[src/tco_pkg.sv]
// Package with register map, field layout and types for the compare-output block
package tco_pkg;
	localparam int ADDR_W = 4;
	localparam int DATA_W = 8;
	localparam int CNT_W = 16;

	// Register byte offsets
	localparam logic [ADDR_W-1:0] OFS_CTRL_A = 4'h0;
	localparam logic [ADDR_W-1:0] OFS_CNT_L = 4'h1;
	localparam logic [ADDR_W-1:0] OFS_CNT_H = 4'h2;
	localparam logic [ADDR_W-1:0] OFS_CMPA_L = 4'h3;
	localparam logic [ADDR_W-1:0] OFS_CMPA_H = 4'h4;
	localparam logic [ADDR_W-1:0] OFS_CMPB_L = 4'h5;
	localparam logic [ADDR_W-1:0] OFS_CMPB_H = 4'h6;
	localparam logic [ADDR_W-1:0] OFS_CAP_L = 4'h7;
	localparam logic [ADDR_W-1:0] OFS_CAP_H = 4'h8;

	// Control A field positions
	localparam int MODE_A_HI = 7;
	localparam int MODE_A_LO = 6;
	localparam int MODE_B_HI = 5;
	localparam int MODE_B_LO = 4;
	localparam int WGM_LO_HI = 1;
	localparam int WGM_LO_LO = 0;

	localparam logic [DATA_W-1:0] CTRL_A_RESET = 8'h00;
	localparam logic [DATA_W-1:0] TEMP_RESET = 8'h00;
	localparam logic [CNT_W-1:0] CMP_RESET = 16'h0000;
	localparam logic [CNT_W-1:0] BOTTOM_VALUE = 16'h0000;
	localparam logic [DATA_W-1:0] UNMAPPED_READ = 8'h00;

	// Output mode field codes
	localparam logic [1:0] OM_OFF = 2'h0;
	localparam logic [1:0] OM_TOGGLE = 2'h1;
	localparam logic [1:0] OM_CLEAR = 2'h2;
	localparam logic [1:0] OM_SET = 2'h3;

	typedef enum logic [1:0] {
		WF_NON_PWM = 2'b00,
		WF_FAST = 2'b01,
		WF_DUAL = 2'b10
	} tco_wave_class_t;

	typedef struct packed {
		logic wrEn;
		logic rdEn;
		logic [ADDR_W-1:0] addr;
		logic [DATA_W-1:0] wrData;
	} tco_bus_req_t;

	typedef struct packed {
		logic tick;
		logic down;
		logic [CNT_W-1:0] value;
		logic [CNT_W-1:0] top;
		logic [CNT_W-1:0] capture;
	} tco_counter_t;

	typedef struct packed {
		logic load;
		logic [CNT_W-1:0] data;
	} tco_load_t;

	typedef struct packed {
		logic portOut;
		logic portDir;
	} tco_port_t;

	typedef struct packed {
		logic pinOut;
		logic pinOe;
	} tco_pin_t;
endpackage

[src/tco_compare_output.sv]
// Compare-output waveform control with control register and shared high-byte staging
`timescale 1ns/1ns
`default_nettype none

// Overview of operation
// - Staged high byte stays in temp register after a 16-bit write, reusable.
// - Nonzero channel A mode overrides normal port function on its pin, except mode one in PWM without top bit.
// - Nonzero channel B mode overrides normal port function on its pin, except mode one in any PWM mode.
// - Waveform reaches pin only when the pin direction bit selects output.
// - Mode zero disconnects output in every waveform mode.
// - Non-PWM: modes one, two, three toggle, clear, set on match.
// - PWM mode one: disconnected unless top bit set; then A toggles, B reserved.
// - Fast PWM mode two: clear on match, set at BOTTOM.
// - Fast PWM mode three: set on match, clear at BOTTOM.
// - Fast PWM modes two and three: match ignored when compare equals TOP, BOTTOM action still done.
// - Dual-slope mode two: clear on up-count match, set on down-count match.
// - Dual-slope mode three: set on up-count match, clear on down-count match.
// - 16-bit write: high byte to temp first, low write loads both at once.
// - 16-bit counter and capture read: low read copies high byte into temp same cycle.
module tco_compare_output
	import tco_pkg::*;
(
	input wire logic clk,
	input wire logic reset_n,
	input wire tco_pkg::tco_bus_req_t busReq,
	output logic [tco_pkg::DATA_W-1:0] rdData,
	input wire logic [1:0] waveformModeHigh,
	input wire tco_pkg::tco_counter_t counterIn,
	output tco_pkg::tco_load_t counterLoad,
	output tco_pkg::tco_load_t captureLoad,
	input wire tco_pkg::tco_port_t portA,
	input wire tco_pkg::tco_port_t portB,
	output tco_pkg::tco_pin_t pinA,
	output tco_pkg::tco_pin_t pinB,
	output logic chan_a_compare_out,
	output logic chan_b_compare_out
);
	import tco_pkg::*;

	// Temp must cover exactly the upper half of every 16-bit register
	if (CNT_W != 2 * DATA_W) begin : g_width_check
		$error("counter width must be twice the bus width");
	end
	if (ADDR_W < 4) begin : g_addr_check
		$error("address too narrow for the register map");
	end

	typedef struct packed {
		logic [DATA_W-1:0] timer_control_a;
		logic [DATA_W-1:0] temp;
		logic [CNT_W-1:0] chan_a_compare_value;
		logic [CNT_W-1:0] chan_b_compare_value;
		logic ocA;
		logic ocB;
		logic [DATA_W-1:0] rdData;
		tco_load_t cntLoad;
		tco_load_t capLoad;
	} tco_state_t;

	tco_state_t state_reg;
	tco_state_t state_next;

	logic [3:0] waveform_mode_sel;
	logic waveform_mode_top_bit;
	logic [1:0] chan_a_output_mode;
	logic [1:0] chan_b_output_mode;
	tco_wave_class_t waveClass;
	logic connA;
	logic connB;

	assign chan_a_output_mode = state_reg.timer_control_a[MODE_A_HI:MODE_A_LO];
	assign chan_b_output_mode = state_reg.timer_control_a[MODE_B_HI:MODE_B_LO];
	assign waveform_mode_sel = {waveformModeHigh, state_reg.timer_control_a[WGM_LO_HI:WGM_LO_LO]};
	assign waveform_mode_top_bit = waveformModeHigh[1];

	// Mode 13 is reserved; it is treated as non-PWM so the pin still behaves sanely
	always_comb begin
		unique case (waveform_mode_sel)
			4'h1, 4'h2, 4'h3, 4'h8, 4'h9, 4'ha, 4'hb: waveClass = WF_DUAL;
			4'h5, 4'h6, 4'h7, 4'he, 4'hf: waveClass = WF_FAST;
			default: waveClass = WF_NON_PWM;
		endcase
	end

	// Pin override decision for one channel
	function automatic logic connected(input logic [1:0] om, input tco_wave_class_t wc, input logic isA,
			input logic topBit);
		logic c;
		c = (om != OM_OFF);
		if (wc != WF_NON_PWM && om == OM_TOGGLE) begin
			c = isA && topBit;
		end
		return c;
	endfunction

	// Next compare output level for one channel
	function automatic logic nextOc(input logic oc, input logic [1:0] om, input tco_wave_class_t wc,
			input logic conn, input logic match, input logic bottom, input logic down, input logic cmpIsTop);
		logic n;
		n = oc;
		// Disconnected channel keeps its level, so reconnecting shows no glitch
		if (conn) begin
			unique case (wc)
				WF_NON_PWM: begin
					if (match) begin
						n = (om == OM_TOGGLE) ? ~oc : (om == OM_SET);
					end
				end
				WF_FAST: begin
					if (om == OM_TOGGLE) begin
						if (match) begin
							n = ~oc;
						end
					end else if (match && !cmpIsTop) begin
						n = (om == OM_SET);
					end else if (bottom) begin
						n = (om == OM_CLEAR);
					end
				end
				default: begin
					if (match) begin
						if (om == OM_TOGGLE) begin
							n = ~oc;
						end else begin
							n = (om == OM_SET) ^ down;
						end
					end
				end
			endcase
		end
		return n;
	endfunction

	assign connA = connected(chan_a_output_mode, waveClass, 1'b1, waveform_mode_top_bit);
	assign connB = connected(chan_b_output_mode, waveClass, 1'b0, waveform_mode_top_bit);

	always_comb begin
		logic matchA;
		logic matchB;
		logic atBottom;
		// Events only count on a tick, so a stalled counter never fires a match
		matchA = counterIn.tick && (counterIn.value == state_reg.chan_a_compare_value);
		matchB = counterIn.tick && (counterIn.value == state_reg.chan_b_compare_value);
		atBottom = counterIn.tick && (counterIn.value == BOTTOM_VALUE);
		state_next = state_reg;
		state_next.cntLoad.load = 1'b0;
		state_next.capLoad.load = 1'b0;
		state_next.ocA = nextOc(state_reg.ocA, chan_a_output_mode, waveClass, connA, matchA, atBottom,
			counterIn.down, state_reg.chan_a_compare_value == counterIn.top);
		state_next.ocB = nextOc(state_reg.ocB, chan_b_output_mode, waveClass, connB, matchB, atBottom,
			counterIn.down, state_reg.chan_b_compare_value == counterIn.top);
		if (busReq.wrEn) begin
			// Temp is never cleared by a low-byte write, so one high byte serves many registers
			unique case (busReq.addr)
				OFS_CTRL_A: state_next.timer_control_a = busReq.wrData;
				OFS_CNT_H, OFS_CMPA_H, OFS_CMPB_H, OFS_CAP_H: state_next.temp = busReq.wrData;
				OFS_CNT_L: begin
					state_next.cntLoad.load = 1'b1;
					state_next.cntLoad.data = {state_reg.temp, busReq.wrData};
				end
				OFS_CMPA_L: state_next.chan_a_compare_value = {state_reg.temp, busReq.wrData};
				OFS_CMPB_L: state_next.chan_b_compare_value = {state_reg.temp, busReq.wrData};
				OFS_CAP_L: begin
					state_next.capLoad.load = 1'b1;
					state_next.capLoad.data = {state_reg.temp, busReq.wrData};
				end
				default: begin
				end
			endcase
		end else if (busReq.rdEn) begin
			// Compare registers read their high byte directly; temp is left untouched
			unique case (busReq.addr)
				OFS_CTRL_A: state_next.rdData = state_reg.timer_control_a;
				OFS_CNT_L: begin
					state_next.rdData = counterIn.value[DATA_W-1:0];
					state_next.temp = counterIn.value[CNT_W-1:DATA_W];
				end
				OFS_CAP_L: begin
					state_next.rdData = counterIn.capture[DATA_W-1:0];
					state_next.temp = counterIn.capture[CNT_W-1:DATA_W];
				end
				OFS_CNT_H, OFS_CAP_H: state_next.rdData = state_reg.temp;
				OFS_CMPA_L: state_next.rdData = state_reg.chan_a_compare_value[DATA_W-1:0];
				OFS_CMPA_H: state_next.rdData = state_reg.chan_a_compare_value[CNT_W-1:DATA_W];
				OFS_CMPB_L: state_next.rdData = state_reg.chan_b_compare_value[DATA_W-1:0];
				OFS_CMPB_H: state_next.rdData = state_reg.chan_b_compare_value[CNT_W-1:DATA_W];
				default: state_next.rdData = UNMAPPED_READ;
			endcase
		end
	end

	always_ff @(posedge clk) begin
		if (!reset_n) begin
			state_reg.timer_control_a <= CTRL_A_RESET;
			state_reg.temp <= TEMP_RESET;
			state_reg.chan_a_compare_value <= CMP_RESET;
			state_reg.chan_b_compare_value <= CMP_RESET;
			state_reg.ocA <= 1'b0;
			state_reg.ocB <= 1'b0;
			state_reg.rdData <= UNMAPPED_READ;
			state_reg.cntLoad <= '0;
			state_reg.capLoad <= '0;
		end else begin
			state_reg <= state_next;
		end
	end

	// Read data holds until the next read strobe
	assign rdData = state_reg.rdData;
	assign counterLoad = state_reg.cntLoad;
	assign captureLoad = state_reg.capLoad;
	assign chan_a_compare_out = state_reg.ocA;
	assign chan_b_compare_out = state_reg.ocB;
	// Direction bit alone gates the driver, even when the waveform owns the pin
	assign pinA.pinOut = connA ? state_reg.ocA : portA.portOut;
	assign pinA.pinOe = portA.portDir;
	assign pinB.pinOut = connB ? state_reg.ocB : portB.portOut;
	assign pinB.pinOe = portB.portDir;
endmodule
`default_nettype wire

[config.mk]
export PLATFORM = sky130hd
export DESIGN_NAME = tco_compare_output
export DESIGN_NICKNAME = d
export VERILOG_FILES = /design/src/tco_pkg.sv /design/src/tco_compare_output.sv
export SDC_FILE = /design/constraint.sdc
export NUM_CORES = 1
export LEC_CHECK = 0
export BUFFER_PORTS_ARGS = -buffer_cell sky130_fd_sc_hd__buf_2
export CAP_MARGIN = 20
export CORE_MARGIN = 2
export CORE_UTILIZATION = 59
export CTS_BUF_LIST = sky130_fd_sc_hd__clkbuf_4 sky130_fd_sc_hd__clkbuf_8 sky130_fd_sc_hd__clkbuf_16
export CTS_CLUSTER_DIAMETER = 200
export DETAILED_ROUTE_END_ITERATION = 7
export GPL_ROUTABILITY_DRIVEN = 1
export PLACE_DENSITY = 0.86
export SYNTH_ARGS = -nofsm -noshare
export SYNTH_HDL_FRONTEND = slang
export SYNTH_SLANG_ARGS = --single-unit
[constraint.sdc]
create_clock -name clk -period 3.4 [get_ports clk]
set_input_delay 0.68 -clock clk [delete_from_list [all_inputs] [get_ports clk]]
set_output_delay 0.68 -clock clk [all_outputs]
set_load 0.03 [all_outputs]
==> impl_metrics.py, run 1 <==
metrics = {
    "worst_setup_path": {
        "reg2reg_slack_ns": 1.17,
        "critPathRequiredTime_ns": 2.72,
        "crit_path_end_kind": "output port",
        "crit_type": "primary input to output port",
        "critPathMaxFanout": 4,
        "start_kind": "primary input",
        "arrival_ns": 1.77,
    },
    "synthesis": {
        "yosysTopAreaCellShare_pct": 34.47,
        "synth_area_um2": 5343,
        "ys_ff_latch": 92,
        "ys_seq_area_share_pct": 34.47,
        "syn_inst": 670,
        "synth_edf_count": 0,
        "syn-num-nets": 742,
        "synthDistinctLibCells": 61,
        "synth_top_cell_by_area": "dfxtp_1",
        "synth_ff_type": "dfxtp_1",
        "async_flop_share_pct": 0,
        "synthTopCellsByArea": "dfxtp_1 (34%), nand2_1 (9.6%), a21oi_1 (6.7%), buf_4 (6.2%), xnor2_1 (5.9%)",
        "ys_warn_count": 0,
        "syn_area_per_cell_um2": 7.974,
    },
    "layout": {
        "final_common_cell": "nand2_1",
        "nNetsFinal": 792,
        "layout-drive-gt1-share_pct": 21.52,
        "final_cell_mix": "nand2_1 (136), buf_2 (115), dfxtp_1 (92)",
        "antenna_cells": 0,
        "largest_register_ffs": 44,
        "syn_to_final_growth_pct": 8.571,
    },
    "clock_network": {
        "cts_buffers": 9,
        "cts-htree-levels": 3,
        "cts_root_buffer": "clkbuf_8",
        "clock_path_buffers": 2,
        "post-cts-setup-buffer-count": 0,
        "clk_latency_ns": 0.37,
        "cts_resized": 0,
        "clock-sinks": 92,
        "cts_tree": "built",
        "path_clk_slew_ns": 0.09,
        "ctsHoldBuffers": 0,
    },
    "detailed_routing": {
        "routed_wl_um": 17090,
        "wl_met3_um": 1606,
        "route.detailed.drc": 0,
        "first_pass_iters": 7,
        "wl_met2_um": 7789,
        "routedWlPerCell_um": 20.52,
        "routed_via_density": 6.151,
        "route.top_layer_used": "met4",
        "drt_iter0_drc": 400,
        "wl_met1_um": 7022,
        "drtAntennaViolNets": 0,
        "vias": 5124,
    },
    "status": {
        "status": "finished, final reports clean",
    },
    "global_route": {
        "overflow": 0,
        "grt_pass1_wl_um": 25920,
        "grt_util_all_layers_pct": 34.65,
        "grt_max_degree": 53,
        "grt_pass1_vias": 4638,
        "antenna_found_initial": 0,
    },
    "sta": {
        "min_period_ns": 2.453,
        "final.period_utilization_pct": 72.16,
        "fin_ws_ns": 0.9467,
        "worstMarginPinSlew_ns": 0.9259,
        "finalHoldViolations": 0,
        "setup-tns-final_ns": 0,
        "rsz0062_at_grt": "false",
        "finalSetupViolations": 0,
        "maxSlewViolCount": 0,
        "relSlewSlack_pct": 37.70,
        "fmax_mhz": 407.6,
        "fin_skew_ns": 0.01146,
    },
    "floorplanning": {
        "dieArea_um2": 9833,
        "die-width_um": 99.16,
        "core_um2": 8763,
        "core.rowCount": 34,
        "fp.dieH_um": 99.16,
        "start_util_pct": 60.97,
        "io_pins": 120,
    },
    "hold_path": {
        "hold_path.class": "flip-flop to flip-flop",
    },
    "power_and_ir_drop": {
        "peakVddDrop_mv": 0.3372,
        "power_density_nw_per_um2": 361.9,
        "leakagePower_nw": 2.361,
    },
    "placement": {
        "gp_congestion": 1.053,
        "dp_hpwl_um": 12890,
        "place.port_buffers": 115,
        "place_ws_ns": 0.8918,
    },
    "job": {
        "max_cap_viol_count": 0,
    },
}
==> layer usage <==
metal  track usage [%]  up-vias
li1                  -     2392
met1             46.38     2401
met2             54.05      273
met3             8.503       58
met4             13.80        0
met5                 0        -
==> through the flow <==
stage	util, %	hold WS [ns]	instance area (um^2)	power, mW	std cells
floorplan	-	0.4367	5343	1.308	670
finish	66.19	0.4561	5801	2.099	833
CTS	66.19	0.4577	5801	2.096	833
detailed placement	64.16	0.4451	5623	1.424	817
global placement	64.16	0.4411	5623	1.421	817
global route	66.19	0.4814	5801	2.164	833
==> area by class of cell <==
cell class,count,area [um^2]
well taps,108,135.1
flip-flops and latches,92,1842
clock inverters,6,46.29
fillers,755,2963
multi-input cells,486,2979
inverters,11,41.29
clock buffers,10,131.4
repair buffers,120,625.6
==> cells in the mapped netlist (3+ instances only) <==
cell type	n
dfxtp_1	92
a21oi_1	72
nor3b_1	3
o21ai_0	11
buf_1	3
buf_2	12
clkbuf_1	21
nand3_1	26
mux2_2	3
o21ai_1	5
xnor2_1	36
nor2b_1	5
a211oi_1	4
nor4_1	11
a22oi_1	7
inv_1	9
and3_1	4
a222oi_1	3
mux4_2	3
buf_4	44
nand4_1	10
nor3_1	7
nor3_2	3
nand2_1	136
xor2_1	29
a221oi_1	7
nor2_1	32
mux2i_1	28
a22o_1	3
a221o_1	3
==> worst paths after layout <==
kind	start	to	cells past startpoint
worst min register to register	captureLoad[13]	captureLoad[13]	2
worst max register to register	state_reg[68]	chan_a_compare_out	6
worst max-delay path	waveformModeHigh[1]	pinB[1]	5
worst min-delay path	captureLoad[13]	captureLoad[13]	2
==> logic make-up (layout without fill, tap and decap cells) <==
logic type | Yosys count | after routing | share of synthesized area (%)
AND/OR/NAND/NOR | 250 | 250 | 21.45
AO/OA/AOI/OAI | 136 | 136 | 16.21
flip-flops | 92 | 92 | 34.47
buffers and inverters | 92 | 147 | 9.860
XOR/XNOR | 65 | 65 | 10.66
multiplexers | 35 | 35 | 7.354
==> critical path: stages <==
cell and delay (ns):
buf_2 0.11, and2b_4 0.19, o41a_1 0.42, o21ai_0 0.16
buf_2 0.22
==> power by group <==
group          switching [mW]  leakage [nW]  internal, mW
clock network           0.410        0.0924         0.282
logic                   0.184          1.53         0.110
registers              0.0230         0.742          1.09
Note: power is estimated with default switching activity, not from simulation.
==> run 2, diff against run 1 <==
--- a/config.mk
+++ b/config.mk
@@ -8,12 +8,12 @@
 export BUFFER_PORTS_ARGS = -buffer_cell sky130_fd_sc_hd__buf_2
 export CAP_MARGIN = 20
 export CORE_MARGIN = 2
-export CORE_UTILIZATION = 59
+export CORE_UTILIZATION = 55
 export CTS_BUF_LIST = sky130_fd_sc_hd__clkbuf_4 sky130_fd_sc_hd__clkbuf_8 sky130_fd_sc_hd__clkbuf_16
 export CTS_CLUSTER_DIAMETER = 200
 export DETAILED_ROUTE_END_ITERATION = 7
 export GPL_ROUTABILITY_DRIVEN = 1
-export PLACE_DENSITY = 0.86
+export PLACE_DENSITY = 0.81
 export SYNTH_ARGS = -nofsm -noshare
 export SYNTH_HDL_FRONTEND = slang
 export SYNTH_SLANG_ARGS = --single-unit
==> constraint.sdc (replaced) <==
create_clock -name clk -period 2.27 [get_ports clk]
set_input_delay 0.454 -clock clk [delete_from_list [all_inputs] [get_ports clk]]
set_output_delay 0.454 -clock clk [all_outputs]
set_load 0.03 [all_outputs]
==> run 2 against run 1 <==
Compared with the run above:
- clock-buffer cell count shrank 1
- die area grew 7.0%
- clock power grew 68%
- clock skew shrank 0.0014 ns
- cell count grew 4.3%
- flip-flop and latch count is the same
- register-to-register slack lost 0.92 ns
- non-clock buffer count grew 15
- hold slack lost 0.072 ns
- combinational power grew 55%
- critical path depth shrank 1
- global-route usage grew 0.60 points
- critical path type is now flip-flop to output port
- critical endpoint is now pinA[1]
- largest cell class unchanged
==> impl_metrics.py, run 2 (same netlist as run 1, synthesis figures left out) <==
metrics = {
    "job": {
        "max_cap_viol_count": 0,
    },
    "worst_setup_path": {
        "path_buf_inv": 1,
        "arrival_ns": 1.76,
        "start_kind": "flip-flop",
        "critPathRequiredTime_ns": 1.82,
        "critPathMaxFanout": 5,
        "crit_path_end_kind": "output port",
        "critPathSlowestCell": "dfxtp_1",
        "worstPathCellList": "o21bai_1, a21oi_1, mux2_2, buf_2",
        "max_stage_delay_ns": 0.49,
        "crit_type": "flip-flop to output port",
        "crit_family": "flip-flops",
    },
    "sta": {
        "fmax_mhz": 451.5,
        "min_period_ns": 2.215,
        "finalSetupViolations": 0,
        "fin_skew_ns": 0.01004,
        "final.period_utilization_pct": 97.57,
        "maxSlewViolCount": 0,
        "relSlewSlack_pct": 59.09,
        "worstMarginPinSlew_ns": 0.6121,
        "finalHoldViolations": 0,
        "setup-tns-final_ns": 0,
        "rsz0062_at_grt": "false",
    },
    "power_and_ir_drop": {
        "power_density_nw_per_um2": 548.8,
        "peakVddDrop_mv": 0.4461,
        "leakagePower_nw": 2.449,
        "totalPowerFinal_mw": 3.281,
    },
    "layout": {
        "layout-drive-gt1-share_pct": 23.11,
        "final_common_cell": "nand2_1",
        "fillers": 838,
        "antenna_cells": 0,
        "final_cell_mix": "nand2_1 (136), buf_2 (114), dfxtp_1 (92)",
        "nNetsFinal": 807,
        "largest_register_ffs": 44,
        "syn_to_final_growth_pct": 11.92,
    },
    "detailed_routing": {
        "drt_iter0_drc": 458,
        "routed_via_density": 6.029,
        "first_pass_iters": 5,
        "vias": 5239,
        "routed_wl_um": 18310,
        "drtAntennaViolNets": 0,
        "route.detailed.drc": 0,
        "routedWlPerCell_um": 21.07,
    },
    "floorplanning": {
        "dieArea_um2": 10520,
        "io_pins": 120,
        "core_um2": 9328,
        "fp.dieH_um": 102.6,
        "start_util_pct": 57.28,
        "core.rowCount": 35,
        "die-width_um": 102.6,
    },
    "global_route": {
        "grt_max_degree": 80,
        "antenna_found_initial": 0,
        "grt_pass1_vias": 4827,
        "grt_pass1_wl_um": 27230,
        "overflow": 0,
        "grt_util_all_layers_pct": 35.25,
    },
    "clock_network": {
        "path_clk_slew_ns": 0.11,
        "clock_path_buffers": 2,
        "clk_latency_ns": 0.38,
        "ctsHoldBuffers": 0,
        "cts_tree": "built",
        "cts_buffers": 9,
        "post-cts-setup-buffer-count": 0,
        "cts_root_buffer": "clkbuf_8",
        "cts-htree-levels": 3,
        "cts_resized": 0,
        "clock-sinks": 92,
    },
    "placement": {
        "dp_hpwl_um": 13620,
        "place.port_buffers": 115,
        "gp_congestion": 1.012,
    },
    "status": {
        "status": "finished, final reports clean",
    },
    "hold_path": {
        "hold_path.class": "primary input to flip-flop",
    },
}
==> run 2: changes by cell type in the layout (fill, tap and decap cells not counted) <==
cell        change
buf_4          +16
clkinv_8        +3
clkinv_2        -2
buf_2           -1
clkbuf_4        -1
clkinvlp_4      -1
inv_12          +1
inv_6           +1
inv_8           -1
==> run 2: layer usage <==
layer,up-vias,part of all wire [%],track usage [%]
met5,-,0,0
met2,304,46,55.71
met3,49,10,7.458
met4,0,3.9,13.95
met1,2464,40,47.26
li1,2422,-,-
==> run 2: worst reg2reg max path: stages (launching register included) <==
cell      delay [ns]
dfxtp_1         0.58
xnor2_1         0.17
nand4_1         0.11
nor3_1          0.37
nand3_1         0.24
a311oi_2        0.31
a21boi_1        0.17
==> run 2: final cells by class <==
type	count	area [um^2]	area share, %
multi-input cells	486	2979	49.82
flip-flops and latches	92	1842	30.80
repair buffers	135	740.7	12.39
well taps	129	161.4	2.699
clock buffers	9	123.9	2.072
clock inverters	7	91.34	1.528
inverters	11	41.29	0.6905
==> run 2: worst paths after layout <==
check	from	endpoint	slack, ns	depth (start not counted)
worst max register to register	state_reg[50]	chan_b_compare_out	0.25	6
worst max-delay path	state_reg[84]	pinA[1]	0.06	4
worst min register to register	captureLoad[14]	captureLoad[14]	0.46	2
worst min-delay path	busReq[2]	counterLoad[2]	0.38	3
==> run 2: power breakdown <==
part           leakage [nW]  switching, mW  total, mW  internal (mW)
Clock                 0.106          0.705       1.16          0.452
Sequential            0.742         0.0354       1.67           1.63
Combinational          1.60          0.283      0.456          0.173
==> run 2: per-stage QoR <==
| step | std cells | setup slack (ns) | cell area [um^2] | utilization, % | hold slack [ns] |
|---|---|---|---|---|---|
| finish | 869 | 0.05509 | 5979 | 64.10 | 0.3838 |
| floorplan | 670 | 0.07293 | 5343 | - | 0.4367 |
| global placement | 853 | 0.1840 | 5762 | 61.77 | 0.4405 |
| CTS | 869 | 0.03554 | 5977 | 64.08 | 0.3754 |
| detailed placement | 853 | 0.1561 | 5762 | 61.77 | 0.4470 |
| global route | 869 | 0.01170 | 5979 | 64.10 | 0.3915 |
==> run 3, diff against run 2 <==
--- a/config.mk
+++ b/config.mk
@@ -5,6 +5,7 @@
 export SDC_FILE = /design/constraint.sdc
 export NUM_CORES = 1
 export LEC_CHECK = 0
+export ABC_AREA = 1
 export BUFFER_PORTS_ARGS = -buffer_cell sky130_fd_sc_hd__buf_2
 export CAP_MARGIN = 20
 export CORE_MARGIN = 2
==> run 3 against run 2 <==
Compared with the run above:
- cell count grew 20%
- sequential share of layout area shrank 0.56 points
- clock-buffer cell count grew 2
- largest cell class unchanged
==> impl_metrics.py, run 3 <==
metrics = {
    "synthesis": {
        "syn_inst": 840,
        "ys_ff_latch": 92,
        "yosysMostFrequentCell": "nand2_1",
        "synthTopCellsByArea": "dfxtp_1 (33%), nand2_1 (14%), a21oi_1 (8.0%), inv_1 (6.6%), buf_4 (6.1%)",
        "synth_top_cell_by_area": "dfxtp_1",
        "synth_ff_type": "dfxtp_1",
        "synth_area_um2": 5528,
        "ys_warn_count": 0,
        "yosysTopAreaCellShare_pct": 33.32,
        "synth_common_cells": "nand2_1 (210), inv_1 (97), dfxtp_1 (92), a21oi_1 (88), o21ai_0 (55)",
        "synth_edf_count": 0,
        "synthDistinctLibCells": 38,
        "async_flop_share_pct": 0,
        "syn-num-nets": 912,
        "syn_area_per_cell_um2": 6.581,
        "ys_seq_area_share_pct": 33.32,
    },
    "status": {
        "status": "finished, final reports clean",
    },
    "clock_network": {
        "cts-htree-levels": 3,
        "clock_path_buffers": 2,
        "cts_root_buffer": "clkbuf_8",
        "ctsHoldBuffers": 0,
        "path_clk_slew_ns": 0.10,
        "cts_buffers": 9,
        "clk_latency_ns": 0.38,
        "cts_tree": "built",
        "clock-sinks": 92,
    },
    "worst_setup_path": {
        "critPathSlowestCell": "dfxtp_1",
        "start_kind": "flip-flop",
        "crit_family": "compound AO/OA/AOI/OAI gates",
        "arrival_ns": 1.69,
        "critPathMaxFanout": 4,
        "cp.depth": 8,
        "worstPathCellList": "nor2_4, inv_2, o21ai_4, inv_2, o31ai_4, nor2_1, a21oi_1, buf_4",
        "cp-endpoint": "pinB[1]",
        "max_stage_delay_ns": 0.34,
        "crit_start": "state_reg[84]",
        "reg2reg_slack_ns": 0.45,
        "crit_type": "flip-flop to output port",
        "r2r_start": "state_reg[53]",
        "r2r-end": "chan_b_compare_out",
        "path_common_cell": "inv_2",
        "crit_path_end_kind": "output port",
        "reg2regPathDepth": 11,
        "critPathRequiredTime_ns": 1.82,
        "path_buf_inv": 3,
    },
    "sta": {
        "fin_skew_ns": 0.01630,
        "relSlewSlack_pct": 62.31,
        "finalSetupViolations": 0,
        "worstMarginPinSlew_ns": 0.5640,
        "min_period_ns": 2.142,
        "setup-tns-final_ns": 0,
        "final.period_utilization_pct": 94.36,
        "rsz0062_at_grt": "false",
        "maxSlewViolCount": 0,
        "finalHoldViolations": 0,
        "fmax_mhz": 466.8,
    },
    "layout": {
        "largest_register_ffs": 44,
        "nNetsFinal": 975,
        "multiInputGateArea_um2": 2849,
        "postLayoutCellArea_um2": 6093,
        "syn_to_final_growth_pct": 10.23,
        "regArea_um2": 1843,
        "antenna_cells": 0,
        "fin_cells": 1041,
        "layout-drive-gt1-share_pct": 18.39,
        "final_cell_mix": "nand2_1 (210), buf_2 (114), inv_1 (94)",
        "final_common_cell": "nand2_1",
        "fillers": 950,
    },
    "detailed_routing": {
        "routedWlPerCell_um": 16.38,
        "drtAntennaViolNets": 0,
        "routed_wl_um": 17050,
        "first_pass_iters": 6,
        "drt_iter0_drc": 645,
        "routed_via_density": 5.533,
        "vias": 5760,
        "route.detailed.drc": 0,
    },
    "floorplanning": {
        "die-width_um": 104.3,
        "core.rowCount": 36,
        "io_pins": 120,
        "dieArea_um2": 10870,
        "fp.dieH_um": 104.3,
        "start_util_pct": 56.55,
        "core_um2": 9774,
    },
    "placement": {
        "place.port_buffers": 115,
        "postPlaceCellArea_um2": 5873,
        "dp_cells": 1024,
        "gp_congestion": 1.005,
        "dp_hpwl_um": 12800,
    },
    "power_and_ir_drop": {
        "leakagePower_nw": 2.724,
        "power_density_nw_per_um2": 540.0,
        "peakVddDrop_mv": 0.2859,
    },
    "job": {
        "max_cap_viol_count": 0,
    },
    "global_route": {
        "grt_pass1_vias": 5219,
        "grt_pass1_wl_um": 26670,
        "overflow": 0,
        "antenna_found_initial": 0,
        "grt_util_all_layers_pct": 30.93,
        "grt_max_degree": 46,
    },
    "hold_path": {
        "hold_path.class": "primary input to flip-flop",
    },
}
[run 3: cell types whose count changed after synthesis, sizes merged, moves of 20 or more]
| cell | previous run | this run |
|---|---|---|
| inv | 11 | 103 |
| o22ai | 2 | 22 |
| mux2i | 28 | 0 |
| nand2 | 136 | 213 |
| nor2 | 32 | 53 |
| nand3 | 26 | 53 |
| o21ai | 16 | 62 |
| xnor2 | 36 | 5 |
[run 3: worst register-to-register path: stages (launching register included)]
cell     delay, ns
dfxtp_1       0.37
inv_1         0.12
nand2_1       0.08
nand4_1       0.12
nor3_1        0.36
nand3_1       0.21
nand2_1       0.10
nand3_1       0.08
nor2_1        0.11
nand3_1       0.08
nand2_1       0.06
inv_1         0.04
[run 3: repair_timing]
action / in CTS / in global routing
buffers inserted: 0 / 1
setup endpoints to repair: 1 / 1
pin swaps: 0 / 1
resized for setup: 2 / 7
[run 3: power breakdown]
group / switching, mW / internal [mW]
combinational: 0.336 / 0.173
sequential: 0.0503 / 1.65
clock: 0.640 / 0.441
total: 1.03 / 2.26
[run 3: kinds of logic (layout without fill, tap and decap cells)]
| logic type | count (synthesis) | count (layout) | synth area share [%] |
|---|---|---|---|
| buffers and inverters | 178 | 246 | 15.57 |
| AND/OR/NAND/NOR | 339 | 339 | 25.42 |
| AO/OA/AOI/OAI | 206 | 206 | 21.73 |
| XOR/XNOR | 25 | 25 | 3.961 |
| flip-flops | 92 | 92 | 33.32 |
[run 3: worst min path at each step]
stage,startpoint,end,slack (ns),cells past startpoint
floorplan,state_reg[86],state_reg[86],0.43,2
global placement,state_reg[87],state_reg[87],0.45,2
detailed placement,counterLoad[12],counterLoad[12],0.45,2
CTS,busReq[3],counterLoad[3],0.42,3
global route,busReq[1],state_reg[77],0.44,3
finish,busReq[6],state_reg[82],0.42,3
[run 3: stage by stage]
| stage | util [%] | total power, mW | setup slack (ns) | hold slack [ns] |
|---|---|---|---|---|
| after floorplan | - | 2.038 | 0.2622 | 0.4297 |
| after global placement | 60.09 | 2.222 | 0.2617 | 0.4454 |
| after detailed placement | 60.09 | 2.226 | 0.2371 | 0.4498 |
| after CTS | 62.10 | 3.263 | 0.02238 | 0.4221 |
| after global routing | 62.34 | 3.397 | 0.01729 | 0.4376 |
| final | 62.34 | 3.291 | 0.1280 | 0.4246 |
[run 3: final cells by class]
cell class                 instances  share of cell area, %
multi-input combinational        570                  46.76
timing repair buffer             125                  10.72
sequential                        92                  30.25
tap                              133                  2.731
clock inverter                     5                 0.7598
inverter                         105                  6.509
clock buffer                      11                  2.279
[run 3: layer usage]
layer,GRT usage [%],part of all wire [%],vias up
li1,-,-,2851
met5,0,0,-
met4,11.68,3.8,0
met1,41.44,42,2530
met2,50.99,45,325
met3,3.947,9.3,54
